## src/core/ppd_defines.vh

```
`ifndef PPD_DEFINES_VH
`define PPD_DEFINES_VH

`define PPD_ADDR_W         16
`define PPD_DATA_W         8

`define PPD_OFF_DATA       16'h0258
`define PPD_OFF_LEVEL      16'h025c
`define PPD_OFF_DIR        16'h0260
`define PPD_OFF_IRQ_STAT   16'h0264
`define PPD_OFF_IRQ_CLR    16'h0268
`define PPD_OFF_IRQ_EN     16'h026c
`define PPD_OFF_IRQ_EDGE   16'h0270

`define PPD_RST_DATA       8'h00
`define PPD_RST_DIR        8'h00
`define PPD_RST_IRQ_EN     8'h00
`define PPD_RST_IRQ_EDGE   8'h00
`define PPD_RD_NONE        8'h00

`define PPD_BIT_SHUTDOWN   7
`define PPD_BIT_SER_TX     2
`define PPD_BIT_SER_RX     0

`endif

```

## src/core/ppd_port_p.v

```verilog
// Decided for this implementation: strobed register access.
`include "ppd_defines.vh"
`timescale 1ns/10ps
`default_nettype none
module ppd_port_p (
   input  wire        clock,
   input  wire        rstn,
   input  wire [15:0] addr,
   input  wire [7:0]  wdata,
   input  wire        wr,
   input  wire        rd,
   output reg  [7:0]  rdata,
   input  wire [7:0]  pin_in,
   output reg  [7:0]  pin_out,
   output reg  [7:0]  pin_oe,
   input  wire [7:0]  pwm_chan_en,
   input  wire [7:0]  pwm_out,
   input  wire        pwm_shutdown_en,
   input  wire [2:0]  timer_oc_en,
   input  wire [2:0]  timer_out,
   input  wire        serial_one_en,
   input  wire        serial_one_transmit,
   output reg         serial_one_receive,
   output reg         pwm_fault_in,
   output reg  [2:0]  timer_capture_in,
   output reg         irq
);
   reg  [7:0] port_p_output_data_r;
   reg  [7:0] port_p_direction_r;
   reg  [7:0] irq_en_r;
   reg  [7:0] irq_edge_r;
   reg  [7:0] rdata_nxt;
   wire [7:0] irq_flag;
   wire [7:0] mux_drv;
   wire [7:0] mux_oe;
   wire [7:0] irq_clr;
   wire       sel_data;
   wire       sel_dir;
   wire       sel_clr;
   wire       sel_en;
   wire       sel_edge;

   assign sel_data = (addr == `PPD_OFF_DATA);
   assign sel_dir  = (addr == `PPD_OFF_DIR);
   assign sel_clr  = (addr == `PPD_OFF_IRQ_CLR);
   assign sel_en   = (addr == `PPD_OFF_IRQ_EN);
   assign sel_edge = (addr == `PPD_OFF_IRQ_EDGE);

   assign irq_clr   = (wr && sel_clr) ? wdata : 8'h00;

   always @(posedge clock or negedge rstn) begin
      if (!rstn) begin
         port_p_output_data_r <= `PPD_RST_DATA;
         port_p_direction_r   <= `PPD_RST_DIR;
         irq_en_r             <= `PPD_RST_IRQ_EN;
         irq_edge_r           <= `PPD_RST_IRQ_EDGE;
      end else if (wr) begin
         if (sel_data)
            port_p_output_data_r <= wdata;
         if (sel_dir)
            port_p_direction_r <= wdata;
         if (sel_en)
            irq_en_r <= wdata;
         if (sel_edge)
            irq_edge_r <= wdata;
         // level register has no write path
      end
   end

   // read mux, data one cycle after the strobe
   always @* begin
      rdata_nxt = `PPD_RD_NONE;
      if (rd) begin
         case (addr)
            `PPD_OFF_DATA:     rdata_nxt = (port_p_output_data_r & port_p_direction_r) |
                                           (pin_in & ~port_p_direction_r);
            `PPD_OFF_LEVEL:    rdata_nxt = pin_in;
            `PPD_OFF_DIR:      rdata_nxt = port_p_direction_r;
            `PPD_OFF_IRQ_STAT: rdata_nxt = irq_flag;
            `PPD_OFF_IRQ_EN:   rdata_nxt = irq_en_r;
            `PPD_OFF_IRQ_EDGE: rdata_nxt = irq_edge_r;
            default:           rdata_nxt = `PPD_RD_NONE;
         endcase
      end
   end

   ppd_pin_mux #(
      .HAS_TIMER     (0),
      .HAS_SERIAL    (0),
      .SERIAL_DRIVES (0),
      .HAS_SHUTDOWN  (1)
   ) u_mux7 (
      .gpio_data   (port_p_output_data_r[7]),
      .gpio_dir    (port_p_direction_r[7]),
      .pwm_en      (pwm_chan_en[7]),
      .pwm_val     (pwm_out[7]),
      .shutdown_en (pwm_shutdown_en),
      .timer_en    (1'b0),
      .timer_val   (1'b0),
      .serial_en   (1'b0),
      .serial_val  (1'b0),
      .pin_drv     (mux_drv[7]),
      .pin_oe      (mux_oe[7])
   );

   genvar i;
   generate
      for (i = 3; i < 7; i = i + 1) begin : g_pwm_only
         ppd_pin_mux u_mux (
            .gpio_data   (port_p_output_data_r[i]),
            .gpio_dir    (port_p_direction_r[i]),
            .pwm_en      (pwm_chan_en[i]),
            .pwm_val     (pwm_out[i]),
            .shutdown_en (1'b0),
            .timer_en    (1'b0),
            .timer_val   (1'b0),
            .serial_en   (1'b0),
            .serial_val  (1'b0),
            .pin_drv     (mux_drv[i]),
            .pin_oe      (mux_oe[i])
         );
      end
   endgenerate

   ppd_pin_mux #(
      .HAS_TIMER     (1),
      .HAS_SERIAL    (1),
      .SERIAL_DRIVES (1),
      .HAS_SHUTDOWN  (0)
   ) u_mux2 (
      .gpio_data   (port_p_output_data_r[2]),
      .gpio_dir    (port_p_direction_r[2]),
      .pwm_en      (pwm_chan_en[2]),
      .pwm_val     (pwm_out[2]),
      .shutdown_en (1'b0),
      .timer_en    (timer_oc_en[2]),
      .timer_val   (timer_out[2]),
      .serial_en   (serial_one_en),
      .serial_val  (serial_one_transmit),
      .pin_drv     (mux_drv[2]),
      .pin_oe      (mux_oe[2])
   );

   // pin 1, timer but no serial
   ppd_pin_mux #(
      .HAS_TIMER     (1),
      .HAS_SERIAL    (0),
      .SERIAL_DRIVES (0),
      .HAS_SHUTDOWN  (0)
   ) u_mux1 (
      .gpio_data   (port_p_output_data_r[1]),
      .gpio_dir    (port_p_direction_r[1]),
      .pwm_en      (pwm_chan_en[1]),
      .pwm_val     (pwm_out[1]),
      .shutdown_en (1'b0),
      .timer_en    (timer_oc_en[1]),
      .timer_val   (timer_out[1]),
      .serial_en   (1'b0),
      .serial_val  (1'b0),
      .pin_drv     (mux_drv[1]),
      .pin_oe      (mux_oe[1])
   );

   // pin 0, serial receive
   // receive leaves the pin undriven; its level goes back out on serial_one_receive
   ppd_pin_mux #(
      .HAS_TIMER     (1),
      .HAS_SERIAL    (1),
      .SERIAL_DRIVES (0),
      .HAS_SHUTDOWN  (0)
   ) u_mux0 (
      .gpio_data   (port_p_output_data_r[0]),
      .gpio_dir    (port_p_direction_r[0]),
      .pwm_en      (pwm_chan_en[0]),
      .pwm_val     (pwm_out[0]),
      .shutdown_en (1'b0),
      .timer_en    (timer_oc_en[0]),
      .timer_val   (timer_out[0]),
      .serial_en   (serial_one_en),
      .serial_val  (1'b0),
      .pin_drv     (mux_drv[0]),
      .pin_oe      (mux_oe[0])
   );

   // pin interrupt in any mode
   // fed from the raw level, so a driven output that is shorted still flags
   ppd_irq_bit u_irq0 (
      .clock    (clock),
      .rstn     (rstn),
      .level    (pin_in[0]),
      .rise_sel (irq_edge_r[0]),
      .clear    (irq_clr[0]),
      .flag_r   (irq_flag[0])
   );

   ppd_irq_bit u_irq1 (
      .clock    (clock),
      .rstn     (rstn),
      .level    (pin_in[1]),
      .rise_sel (irq_edge_r[1]),
      .clear    (irq_clr[1]),
      .flag_r   (irq_flag[1])
   );

   ppd_irq_bit u_irq2 (
      .clock    (clock),
      .rstn     (rstn),
      .level    (pin_in[2]),
      .rise_sel (irq_edge_r[2]),
      .clear    (irq_clr[2]),
      .flag_r   (irq_flag[2])
   );

   ppd_irq_bit u_irq3 (
      .clock    (clock),
      .rstn     (rstn),
      .level    (pin_in[3]),
      .rise_sel (irq_edge_r[3]),
      .clear    (irq_clr[3]),
      .flag_r   (irq_flag[3])
   );

   ppd_irq_bit u_irq4 (
      .clock    (clock),
      .rstn     (rstn),
      .level    (pin_in[4]),
      .rise_sel (irq_edge_r[4]),
      .clear    (irq_clr[4]),
      .flag_r   (irq_flag[4])
   );

   ppd_irq_bit u_irq5 (
      .clock    (clock),
      .rstn     (rstn),
      .level    (pin_in[5]),
      .rise_sel (irq_edge_r[5]),
      .clear    (irq_clr[5]),
      .flag_r   (irq_flag[5])
   );

   ppd_irq_bit u_irq6 (
      .clock    (clock),
      .rstn     (rstn),
      .level    (pin_in[6]),
      .rise_sel (irq_edge_r[6]),
      .clear    (irq_clr[6]),
      .flag_r   (irq_flag[6])
   );

   ppd_irq_bit u_irq7 (
      .clock    (clock),
      .rstn     (rstn),
      .level    (pin_in[7]),
      .rise_sel (irq_edge_r[7]),
      .clear    (irq_clr[7]),
      .flag_r   (irq_flag[7])
   );

   // pins and peer inputs are registered, so owner changes show one cycle later
   always @(posedge clock or negedge rstn) begin
      if (!rstn) begin
         rdata              <= 8'h00;
         pin_out            <= 8'h00;
         pin_oe             <= 8'h00;
         serial_one_receive <= 1'b1;
         pwm_fault_in       <= 1'b0;
         timer_capture_in   <= 3'h0;
         irq                <= 1'b0;
      end else begin
         rdata              <= rdata_nxt;
         pin_out            <= mux_drv;
         pin_oe             <= mux_oe;
         serial_one_receive <= serial_one_en ? pin_in[`PPD_BIT_SER_RX] : 1'b1;
         pwm_fault_in       <= pin_in[`PPD_BIT_SHUTDOWN];
         timer_capture_in   <= pin_in[2:0];
         irq                <= |(irq_flag & irq_en_r);
      end
   end
endmodule
`default_nettype wire

```

## src/core/ppd_pin_mux.v

```verilog
`timescale 1ns/10ps
`default_nettype none
module ppd_pin_mux #(
   parameter HAS_TIMER = 0,
   parameter HAS_SERIAL = 0,
   parameter SERIAL_DRIVES = 0,
   parameter HAS_SHUTDOWN = 0
) (
   input  wire gpio_data,
   input  wire gpio_dir,
   input  wire pwm_en,
   input  wire pwm_val,
   input  wire shutdown_en,
   input  wire timer_en,
   input  wire timer_val,
   input  wire serial_en,
   input  wire serial_val,
   output reg  pin_drv,
   output reg  pin_oe
);
   // owner chain: shutdown (if HAS_SHUTDOWN), modulator, timer, serial, plain i/o; direction bit is only read here
   always @* begin
      pin_drv = gpio_data;
      pin_oe  = gpio_dir;
      if (HAS_SHUTDOWN != 0 && shutdown_en) begin
         pin_drv = 1'b0;
         pin_oe  = 1'b0;
      end else if (pwm_en) begin
         pin_drv = pwm_val;
         pin_oe  = 1'b1;
      end else if (HAS_TIMER != 0 && timer_en) begin
         pin_drv = timer_val;
         pin_oe  = 1'b1;
      end else if (HAS_SERIAL != 0 && serial_en) begin
         pin_drv = (SERIAL_DRIVES != 0) ? serial_val : 1'b0;
         pin_oe  = (SERIAL_DRIVES != 0) ? 1'b1 : 1'b0;
      end
   end
endmodule
`default_nettype wire

```

## src/core/ppd_irq_bit.v

```verilog
`timescale 1ns/10ps
`default_nettype none
module ppd_irq_bit (
   input  wire clock,
   input  wire rstn,
   input  wire level,
   input  wire rise_sel,
   input  wire clear,
   output reg  flag_r
);
   reg level_prev_r;
   wire hit;

   // edge seen whatever the pin direction
   assign hit = rise_sel ? (level & ~level_prev_r) : (~level & level_prev_r);

   always @(posedge clock or negedge rstn) begin
      if (!rstn) begin
         level_prev_r <= 1'b0;
         flag_r       <= 1'b0;
      end else begin
         level_prev_r <= level;
         // a new edge beats a clear in the same cycle
         if (hit)
            flag_r <= 1'b1;
         else if (clear)
            flag_r <= 1'b0;
      end
   end
endmodule
`default_nettype wire

```

## config.mk

```make
export PLATFORM = sky130hd
export DESIGN_NAME = ppd_port_p
export DESIGN_NICKNAME = d
export VERILOG_FILES = /design/src/core/ppd_port_p.v /design/src/core/ppd_pin_mux.v /design/src/core/ppd_irq_bit.v
export VERILOG_INCLUDE_DIRS = /design/src /design/src/core
export SDC_FILE = /design/constraint.sdc
export NUM_CORES = 1
export LEC_CHECK = 0
export BUFFER_PORTS_ARGS = -buffer_cell sky130_fd_sc_hd__buf_4
export CORE_AREA = 2 2 79 119
export CTS_BUF_LIST = sky130_fd_sc_hd__clkbuf_16
export DETAILED_ROUTE_END_ITERATION = 10
export DIE_AREA = 0 0 81 121
export GPL_ROUTABILITY_DRIVEN = 0
export SLEW_MARGIN = 25
export SYNTH_ARGS = -nofsm -noshare
export SYNTH_HDL_FRONTEND = slang
export SYNTH_SLANG_ARGS = --single-unit
```

## constraint.sdc

```tcl
create_clock -name clock -period 2.5 [get_ports clock]
set_clock_uncertainty 0.15 [all_clocks]
set_input_delay 0.125 -clock clock [delete_from_list [all_inputs] [get_ports clock]]
set_output_delay 0.125 -clock clock [all_outputs]
set_load 0.01 [all_outputs]
```

==> results of run 1 <==
-- repair_timing --
item                                   in CTS  in global routing
hold buffers                               42                  0
endpoints found under the hold margin     139                  0
buffers inserted                            0                  0
-- worst paths after layout --
| check | startpoint | end | slack (ns) | cells past startpoint |
|---|---|---|---|---|
| worst max-delay path | pwm_chan_en[0] | pin_out[0]$_DFF_PN0_ | 0.54 | 6 |
| worst min register to register | u_irq5.level_prev_r$_DFF_PN0_ | u_irq5.flag_r$_DFFE_PN0P_ | 0.36 | 1 |
| worst max register to register | port_p_direction_r[2]$_DFFE_PN0P_ | pin_oe[2]$_DFF_PN0_ | 0.69 | 2 |
| min in group asynchronous | rstn | pin_oe[1]$_DFF_PN0_ | 0.20 | 2 |
| worst min-delay path | rd | rdata[0]$_DFF_PN0_ | 0.1 | 3 |
| max in group asynchronous | rstn | irq_edge_r[2]$_DFFE_PN0P_ | 1.49 | 2 |
-- layout by cell type (no fill, tap or decap), drive strengths merged, types with 4 or more instances in the layout --
master and count:
nand2 29, a31oi 10, buf 101, inv 7
nor3b 4, clkbuf 9, clkinv 4, a21oi 12
o21ai 13, mux2i 11, nor2b 4, or2 4
a22oi 7, dfrtp 73, or4 5, dlygate4sd3 42
a21o 10, nor2 21, mux2 35
-- cells by family (layout without fill, tap and decap cells) --
kind of cell,after synthesis,count (layout),synth area share [%]
AOI/OAI and AO/OA,61,61,11.49
buffers and inverters,11,163,1.878
DFF,74,74,53.50
muxes,46,46,16.19
and+or+nand+nor,92,92,16.94
-- power by group through the flow --
| stage | registers (W) | clock network, W | logic, W |
|---|---|---|---|
| after CTS | 0.00123 | 0.00114 | 0.000281 |
| after floorplan | 0.00126 | 0 | 0.0000559 |
| after global placement | 0.00125 | 0 | 0.000223 |
| final | 0.00123 | 0.00112 | 0.000279 |
| after global routing | 0.00123 | 0.00120 | 0.000306 |
| after detailed placement | 0.00125 | 0 | 0.000227 |
-- through the flow --
step	std cells	setup slack [ns]
after floorplan	284	0.5930
after global placement	488	0.2726
after detailed placement	488	0.2451
after CTS	546	0.5804
after global routing	546	0.4755
final	546	0.5409
-- registers in the layout, indices dropped and copies added, names as in the netlist, 3 cells and up --
name	flops
irq_edge_r	8
irq_en_r	8
pin_oe	8
pin_out	8
port_p_direction_r	8
port_p_output_data_r	8
rdata	8
timer_capture_in	3
-- layout make-up --
type                    count  area (sq um)
repair buffers            143          1182
well taps                 110         137.6
clock inverters             7         30.03
clock buffers               9         225.2
fillers                   779          3735
multi-input cells         199          1545
inverters                   4         15.01
flip-flops and latches     74          1853
-- worst reg2reg max path, stage by stage (launching register included) --
cell,delay (ns)
dfrtp_1,0.42
or4_1,0.54
dlygate4sd3_1,0.58
-- routing by layer --
metal	vias up	share of wire, %	wire length (um)
met4	0	2.4	227
met2	86	51	4740
met3	17	4.7	440
met5	-	0	0
met1	1386	42	3886
li1	1349	-	-
==> metrics.md, run 1 <==
| Metric | Value |
|---|---|
| Sw power | `0.0005977 W` |
| Synth area leader | `dfrtp_1` |
| Htree depth | `3` |
| Routed via count | `2,838` |
| Layout cell share with drive strength beyond 1 | `between 30% and 40%` |
| Worst-Margin Slew | `0.6808 ns` |
| Switching share of total power | `22.76%` |
| Starting DRT DRC Count | `between 150 and 200` |
| Mapped cell area | `3463 sq um` |
| Max Cap Viol | `0` |
| Synth unique cells | `48` |
| Largest net degree at the start of global routing | `75` |
| Initial core utilization | `39.70%` |
| Initial antenna violation count | `0` |
| Core Rows | `42` |
| Slowest cell on crit path | `dlygate4sd3_1` |
| Die H | `121 um` |
| Final Max Tran Viols | `0` |
| Sequential-to-total area share from yosys stat | `53.50%` |
| Vias in the first global route | `3,006` |
| Most used DFF post-synth | `dfrtp_1` |
| Period utilization | `approximately 80%` |
| Asr flop ratio synth | `100.0%` |
| Synthesis-to-layout area growth | `44.04%` |
| Top cells by count, synth | `dfrtp_1, nand2_1, nor2_1` |
| Hpwl dp | `6.420 mm` |
| Syn avg cell area | `12.19 sq um` |
| Skew-Pair Late Insertion Delay | `0.34 ns` |
| First-pass DRT Iterations | `4` |
| Resized cells post-CTS | `0` |
| Post-route ant nets | `0` |
| Power, Total | `0.002627 W` |
| Minimum clock period | `1.959 ns` |
| Crit path top cell by count | `dlygate4sd3_1` |
| Dominant cells by area after synthesis | `dfrtp_1, mux2_4, mux2_1` |
| Post-DR wirelength/cell | `17.02 um` |
| Synth Register Bits | `74` |
| Pleak | `2.384 nW` |
| CP bufs+invs | `4` |
| GRT Resource Usage Total | `20.74%` |
| Clock buffer depth | `2` |
| Setup TNS | `0 ns` |
| Fin area | `between 4000 and 5000 sq um` |
| Yosys top cell area share | `between 50 and 60%` |
| M1 GR Usage | `25.73%` |
| CP top delay family | `buffers and inverters` |
| Most frequent cell after synthesis | `dfrtp_1` |
| Clock Power Share | `42.6%` |
| Worst-path clk slew | `0.06 ns` |
| Core box area | `8723 sq um` |
| Die outline width | `81 um` |
| DRC | `0` |
| Reg power frac | `46.8%` |
| PortBufs | `90` |
| Final WL | `a little over 9 mm` |
| Total clock sinks | `74` |
| Yosys Warn Count | `0` |
| Crit path DAT | `2.02 ns` |
| Slew HR | `54.62%` |
| Critical Path, Cell by Cell | `dlygate4sd3_1 -> buf_4 -> nand2_1 -> dlygate4sd3_1 -> o21ai_0 -> dlygate4sd3_1` |
| Worst VDD drop | `0.3824 mV` |
| Critical Path RT | `2.56 ns` |
| Grt met2 use | `34.19%` |
| Power share of the combinational group | `between 10% and 20%` |
| CTS tree | `yes` |
| Fin util | `57.19%` |
| Placed Area | `4309 sq um` |
| Antenna Cells | `0` |
| Hold WC Path Type | `primary input to flip-flop` |
| CP Capture Type | `flip-flop` |
| Gr busiest metal | `met2` |
| CTS Root Cell | `clkbuf_16` |
| CP peak stage delay | `about 0.57 ns` |
| Crit start category | `primary input` |
| CP Class | `primary input to flip-flop` |
| Final-stage net count | `492` |
| I/O pins | `91` |
| Mapped Nets | `345` |
| Hold Slack | `between 0.09 and 0.1 ns` |
| Total CTS buffers | `9` |
| Post-synth EDFFs | `0` |
| Status | `finished clean` |
| Remaining global-route overflow | `0` |
| Via/cell ratio | `5.198` |
| RSZ-0062 raised after global routing | `false` |
| Cells after synthesis | `roughly 280` |
| Pwr dens | `~530 nW/um^2` |
| M3 GR Usage | `about 4.2%` |
| Internal Pwr Total | `0.002029 W` |
| Final setup vio count | `0` |
| Die Area | `between 9000 and 10,000 sq um` |
| Final Hold Vio Count | `0` |
| Fmax | `510.4 MHz` |
| First-pass GRT wire length | `around 15 mm` |
| CP Max Fanout | `3` |
Note: power is estimated with default switching activity, not from simulation.
==> run 2: changes to the inputs <==
clock period = 1.58 ns   (was 2.5 ns; I/O delays follow)
==> run 2 against run 1 <==
The run now ends with setup timing left. Sequential share of layout area is 3.3 points lower. Routed wire length up 9.3%. Combinational power rose by 82%. Non-clock buffer count grew 34. Critical path type unchanged. Largest cell class unchanged. Largest power group unchanged.
==> metrics.md, run 2 (synthesis results as in run 1) <==
| Metric | Value |
|---|---|
| M1 GR Usage | `26.95% (+1.2 points)` |
| Critical Path, Cell by Cell | `buf_6 -> or4b_4 -> buf_6 -> nor4_4 -> buf_4 -> nand2_2 -> a221o_1` |
| GRT Resource Usage Total | `22.17% (+1.4 points)` |
| Die Area | `9801 sq um (unchanged)` |
| M3 GR Usage | `3.795% (-0.45 points)` |
| FF-to-FF End | `pin_out[1]$_DFF_PN0_` |
| DRC | `0 (unchanged)` |
| Vias in the first global route | `3,189 (+6.1%)` |
| Initial antenna violation count | `0 (unchanged)` |
| Pleak | `2.655 nW (+11%)` |
| Fin worst setup slack | `-0.1078 ns (-0.6487 ns)` |
| Final-stage net count | `527 (+7.1%)` |
| Via/cell ratio | `5.208 (+0.19%)` |
| Final Hold Vio Count | `0 (unchanged)` |
| Routed via count | `3,010 (+6.1%)` |
| First-pass GRT wire length | `16.08 mm (+6.8%)` |
| Worst VDD drop | `0.5692 mV (+49%)` |
| Largest net degree at the start of global routing | `30 (-60%)` |
| Final Max Tran Viols | `0 (unchanged)` |
| Die H | `121 um (unchanged)` |
| RSZ-0062 raised after global routing | `true` |
| Core Rows | `42 (unchanged)` |
| CTS tree | `yes` |
| Power, Total | `0.004176 W (+59%)` |
| Final setup vio count | `36 (+36)` |
| Critical Path RT | `1.65 ns (-0.91 ns)` |
| CP Max Fanout | `3 (unchanged)` |
| Worst-path clk slew | `0.05 ns (about the same)` |
| Minimum clock period | `1.688 ns` |
| Layout cell share with drive strength beyond 1 | `46.15% (+12 points)` |
| DP Cell Count | `512 (+4.9%)` |
| Post-route ant nets | `0 (unchanged)` |
| Final WL | `10.15 mm (+9.3%)` |
| Slowest cell on crit path | `or4b_4` |
| Starting DRT DRC Count | `192 (+8.5%)` |
| Reg2reg start | `port_p_output_data_r[1]$_DFFE_PN0P_` |
| Hpwl dp | `7.022 mm (+9.4%)` |
| Hold Path End | `pin_out[2]$_DFF_PN0_` |
| I/O pins | `91 (unchanged)` |
| Multi-input gate area in the final layout | `1708 sq um (+11%)` |
| Failing checks | `setup timing` |
| Antenna Cells | `0 (unchanged)` |
| R2R setup slack | `0.13 ns (-0.56 ns)` |
| Non-Filler Instances | `578 (+5.9%)` |
| Hold WC Path Type | `primary input to flip-flop` |
| Slew HR | `70.90% (+16 points)` |
| Worst Hold Depth | `5 (+2)` |
| Total clock sinks | `74 (unchanged)` |
| CTS Root Cell | `clkbuf_16` |
| Fmax | `592.5 MHz` |
| CP peak stage delay | `0.57 ns (about the same)` |
| Status | `complete, but fails checks` |
| Gr busiest metal | `met2` |
| FF/Latch Area | `1853 sq um (unchanged)` |
| Max Cap Viol | `0 (unchanged)` |
| Crit start category | `primary input` |
| PortBufs | `90 (unchanged)` |
| Grt met2 use | `37.19% (+3.0 points)` |
| Hold Crit Start | `serial_one_transmit` |
| Crit path DAT | `1.76 ns (-0.26 ns)` |
| Setup TNS | `-1.692 ns (-1.692 ns)` |
| Pwr dens | `762.4 nW/um^2 (+45%)` |
| Post-DR wirelength/cell | `17.57 um (+3.2%)` |
| First-pass DRT Iterations | `4 (unchanged)` |
| Commonest non-fill, non-tap cells in the layout | `buf_4, dfrtp_1, dlygate4sd3_1` |
| Commonest non-fill, non-tap cell in the layout | `buf_4` |
| Total CTS buffers | `9 (unchanged)` |
| Fillcell total | `742 (-4.7%)` |
| Reg2Reg Depth | `3 (+1)` |
| Crit path top cell by count | `buf_6` |
| Period utilization | `106.8%` |
| CP Capture Type | `flip-flop` |
| Synthesis-to-layout area growth | `58.16%` |
| Remaining global-route overflow | `0 (unchanged)` |
| Htree depth | `3 (unchanged)` |
| Initial core utilization | `39.70% (unchanged)` |
| Worst-Margin Slew | `0.4360 ns (-0.2447 ns)` |
| Core box area | `8723 sq um (unchanged)` |
| Skew-Pair Late Insertion Delay | `0.34 ns (about the same)` |
| CP Class | `primary input to flip-flop` |
| Clock buffer depth | `2 (unchanged)` |
| Die outline width | `81 um (unchanged)` |
-- run 2: repair_timing --
action / CTS / global route
gates resized for setup: 15 / 22
endpoints found under the setup margin: 21 / 46
buffers inserted: 5 / 6
cloned: 0 / 1
hold endpoints to repair: 146 / 5
hold buffers: 40 / 1
pin swaps: 17 / 19
-- run 2: power by group --
part,total [W],internal [W],switching (W)
sequential,0.00195,0.00193,0.0000132
clock,0.00172,0.00101,0.000711
combinational,0.000509,0.000295,0.000214
total,0.00418,0.00324,0.000938
-- run 2: layer usage --
layer	part of all wire (%)	wire length, um
met1	40	4035
met2	53	5404
met3	4.3	435
met4	2.7	279
met5	0	0
-- run 2: worst max-delay path by stage --
stage	cells after the start	start	to
6_report	7	addr[2]	u_irq6.flag_r$_DFFE_PN0P_
2_1_floorplan	4	addr[2]	port_p_output_data_r[0]$_DFFE_PN0P_
5_1_grt	8	addr[15]	u_irq6.flag_r$_DFFE_PN0P_
4_1_cts	7	addr[0]	u_irq5.flag_r$_DFFE_PN0P_
3_5_place_dp	8	addr[12]	u_irq5.flag_r$_DFFE_PN0P_
3_3_place_gp	8	addr[12]	u_irq5.flag_r$_DFFE_PN0P_
-- run 2: critical path: cells and delay by family --
family | cells | cell delay (ns)
simple gates | 3 | 0.91
buf+inv | 3 | 0.42
compound gates | 1 | 0.33
-- run 2: through the flow --
step                worst slack, ns  hold slack (ns)  cell area, sq um  util, %
detailed placement          -0.4612          -0.1480              4598    52.71
global placement            -0.4384          -0.1522              4598    52.71
CTS                         -0.1102          -0.1377              5334    61.14
floorplan                   -0.2723          -0.3666              3557        -
global route                -0.1602          0.04061              5478    62.79
finish                      -0.1078         0.007218              5478    62.79
-- run 2: cell type report --
type	instances	area share, %
Sequential cell	74	33.83
Multi-Input combinational cell	200	31.18
Timing Repair Buffer	177	27.82
Clock buffer	9	4.111
Tap cell	110	2.513
Clock inverter	4	0.2741
Inverter	4	0.2741
==> run 3: changes to the inputs <==
PLACE_DENSITY = 0.72   (was default)
==> run 3 against run 2 <==
Critical endpoint is now port_p_output_data_r[6]$_DFFE_PN0P_. The flow still finishes with violations (setup timing). Design area down 2.6%. Non-clock buffer count down 6. Hold slack better by 0.043 ns.
==> metrics.md, run 3 (synthesis results as in run 1) <==
| Metric | Value |
|---|---|
| Remaining global-route overflow | `0 (unchanged)` |
| Via/cell ratio | `5.200 (-0.14%)` |
| Multi-input gate area in the final layout | `1644 sq um (-3.7%)` |
| Critical Path RT | `1.65 ns (about the same)` |
| Vias in the first global route | `3,156 (-1.0%)` |
| Total clock sinks | `74 (unchanged)` |
| Die Area | `9801 sq um (unchanged)` |
| Worst-path clk slew | `0.06 ns (about the same)` |
| RSZ-0062 raised after global routing | `true` |
| First-pass DRT Iterations | `4 (unchanged)` |
| Hold WC Path Type | `primary input to asynchronous set/reset pin` |
| Clock Power Share | `42.3% (+1.1 points)` |
| Final-stage net count | `520 (-1.3%)` |
| Failing checks | `setup timing` |
| Total CTS buffers | `9 (unchanged)` |
| Largest net degree at the start of global routing | `39 (+30%)` |
| FF/Latch Area | `1853 sq um (unchanged)` |
| Status | `complete, but fails checks` |
| Final Max Tran Viols | `0 (unchanged)` |
| Post-DR wirelength/cell | `17.31 um (-1.5%)` |
| Fin worst setup slack | `-0.05140 ns (+0.05635 ns)` |
| Final WL | `9.937 mm (-2.1%)` |
| Antenna Cells | `0 (unchanged)` |
| Synthesis-to-layout area growth | `53.97%` |
| CP Max Fanout | `8 (+5)` |
| Pwr dens | `791.4 nW/um^2 (+3.8%)` |
| Placed Area | `4593 sq um (-0.11%)` |
| Power, Total | `0.004220 W (+1.1%)` |
| Initial core utilization | `39.70% (unchanged)` |
| Max Cap Viol | `0 (unchanged)` |
| CTS tree | `yes` |
| Reg power frac | `46.1% (-0.5 points)` |
| Fillcell total | `730 (-1.6%)` |
| Routed via count | `2,985 (-0.83%)` |
| I/O pins | `91 (unchanged)` |
| Commonest non-fill, non-tap cells in the layout | `buf_4, dfrtp_1, dlygate4sd3_1` |
| Internal Pwr Total | `0.003251 W (+0.38%)` |
| Crit start category | `primary input` |
| CP top delay family | `simple AND/OR/NAND/NOR gates` |
| Hpwl dp | `6.908 mm (-1.6%)` |
| CP Capture Type | `flip-flop` |
| Htree depth | `3 (unchanged)` |
| Minimum clock period | `1.631 ns (-0.05635 ns)` |
| Sw power | `0.0009697 W (+3.4%)` |
| DP Cell Count | `513 (+0.20%)` |
| Starting DRT DRC Count | `176 (-8.3%)` |
| Final Hold Vio Count | `0 (unchanged)` |
| Worst VDD drop | `0.5651 mV (-0.72%)` |
| Power share of the combinational group | `11.7% (-0.5 points)` |
| Die H | `121 um (unchanged)` |
| CP bufs+invs | `1 (-2)` |
| Crit path DAT | `1.70 ns (-0.06 ns)` |
| Clock buffer depth | `2 (unchanged)` |
| CTS Root Cell | `clkbuf_16` |
| Fmax | `613.0 MHz (+3.5%)` |
| CP peak stage delay | `0.67 ns (+0.10 ns)` |
| GRT Resource Usage Total | `21.50% (-0.67 points)` |
| Core Rows | `42 (unchanged)` |
| Non-Filler Instances | `574 (-0.69%)` |
| Commonest non-fill, non-tap cell in the layout | `buf_4` |
| Skew-Pair Late Insertion Delay | `0.34 ns (about the same)` |
| First-pass GRT wire length | `15.62 mm (-2.9%)` |
| Period utilization | `103.3% (-3.6 points)` |
| Layout cell share with drive strength beyond 1 | `42.67% (-3.5 points)` |
| Final setup vio count | `14 (-61%)` |
| Slowest cell on crit path | `or4_4` |
| Initial antenna violation count | `0 (unchanged)` |
| Critical Path, Cell by Cell | `buf_8 -> nor4b_4 -> nand2_4 -> or4_4 -> mux2_4` |
| PortBufs | `90 (unchanged)` |
| Switching share of total power | `22.98% (+0.51 points)` |
| Die outline width | `81 um (unchanged)` |
| Slew HR | `72.28% (+1.4 points)` |
| Fin area | `5333 sq um (-2.6%)` |
| DRC | `0 (unchanged)` |
| Hold Slack | `0.05028 ns (+0.04306 ns)` |
| Worst-Margin Slew | `0.4102 ns (-0.02584 ns)` |
| Post-route ant nets | `0 (unchanged)` |
| Core box area | `8723 sq um (unchanged)` |
| Pleak | `2.581 nW (-2.8%)` |
| CP Class | `primary input to flip-flop` |
run 3: repair_timing:
action | 4_1_cts | 5_1_grt
pin swaps | 4 | 4
buffers inserted | 2 | 2
resized for setup | 6 | 2
setup endpoints to repair | 14 | 22
hold buffers | 41 | 0
hold endpoints to repair | 145 | 0
run 3: layout make-up:
| type | count | share of cell area (%) |
|---|---|---|
| Tap cell | 110 | 2.581 |
| Clock buffer | 9 | 4.223 |
| Multi-Input combinational cell | 199 | 30.83 |
| Clock inverter | 7 | 0.6804 |
| Sequential cell | 74 | 34.75 |
| Inverter | 4 | 0.2816 |
| Timing Repair Buffer | 171 | 26.65 |
run 3: path summary, 6_finish.rpt:
path | startpoint | endpoint | slack, ns | cells after the start
max reg2reg | port_p_output_data_r[1]$_DFFE_PN0P_ | pin_out[1]$_DFF_PN0_ | 0.13 | 3
min reg2reg | u_irq5.level_prev_r$_DFF_PN0_ | u_irq5.flag_r$_DFFE_PN0P_ | 0.35 | 1
min in group clock | rd | rdata[3]$_DFF_PN0_ | 0.08 | 3
max | addr[15] | port_p_output_data_r[6]$_DFFE_PN0P_ | -0.05 | 5
max in group asynchronous | rstn | serial_one_receive$_DFF_PN1_ | 0.67 | 3
min | rstn | u_irq4.level_prev_r$_DFF_PN0_ | 0.05 | 2
run 3: power by group through the flow:
| stage | Combinational, W | Clock, W | Sequential [W] |
|---|---|---|---|
| 3_5_place_dp | 0.000401 | 0 | 0.00198 |
| 5_1_grt | 0.000532 | 0.00190 | 0.00195 |
| 4_1_cts | 0.000490 | 0.00183 | 0.00194 |
| 2_1_floorplan | 0.0000910 | 0 | 0.00199 |
| 3_3_place_gp | 0.000390 | 0 | 0.00198 |
| 6_report | 0.000493 | 0.00178 | 0.00194 |
run 3: through the flow:
stage,utilization (%),setup WS [ns],setup TNS (ns)
6_report,61.13,-0.05140,-0.4967
3_3_place_gp,52.65,-0.4310,-14.00
4_1_cts,60.83,-0.03105,-0.2428
5_1_grt,61.13,-0.08788,-0.9156
3_5_place_dp,52.65,-0.4447,-15.09
2_1_floorplan,-,-0.2723,-4.936
run 3: worst register-to-register path, delay by kind of cell, from the launching register on:
family / cells / cell delay, ns
flip-flops: 1 / 0.40
AO/OA/AOI/OAI: 1 / 0.09
buffers and inverters: 1 / 0.56
multiplexers: 1 / 0.13
run 3: per-layer routing:
layer / vias to the layer above / track usage [%] / part of all wire [%]
met5: - / 0 / 0
met4: 0 / 11.12 / 3.0
met3: 24 / 3.051 / 4.3
met2: 89 / 36.26 / 53
met1: 1462 / 26.23 / 40
li1: 1410 / - / -
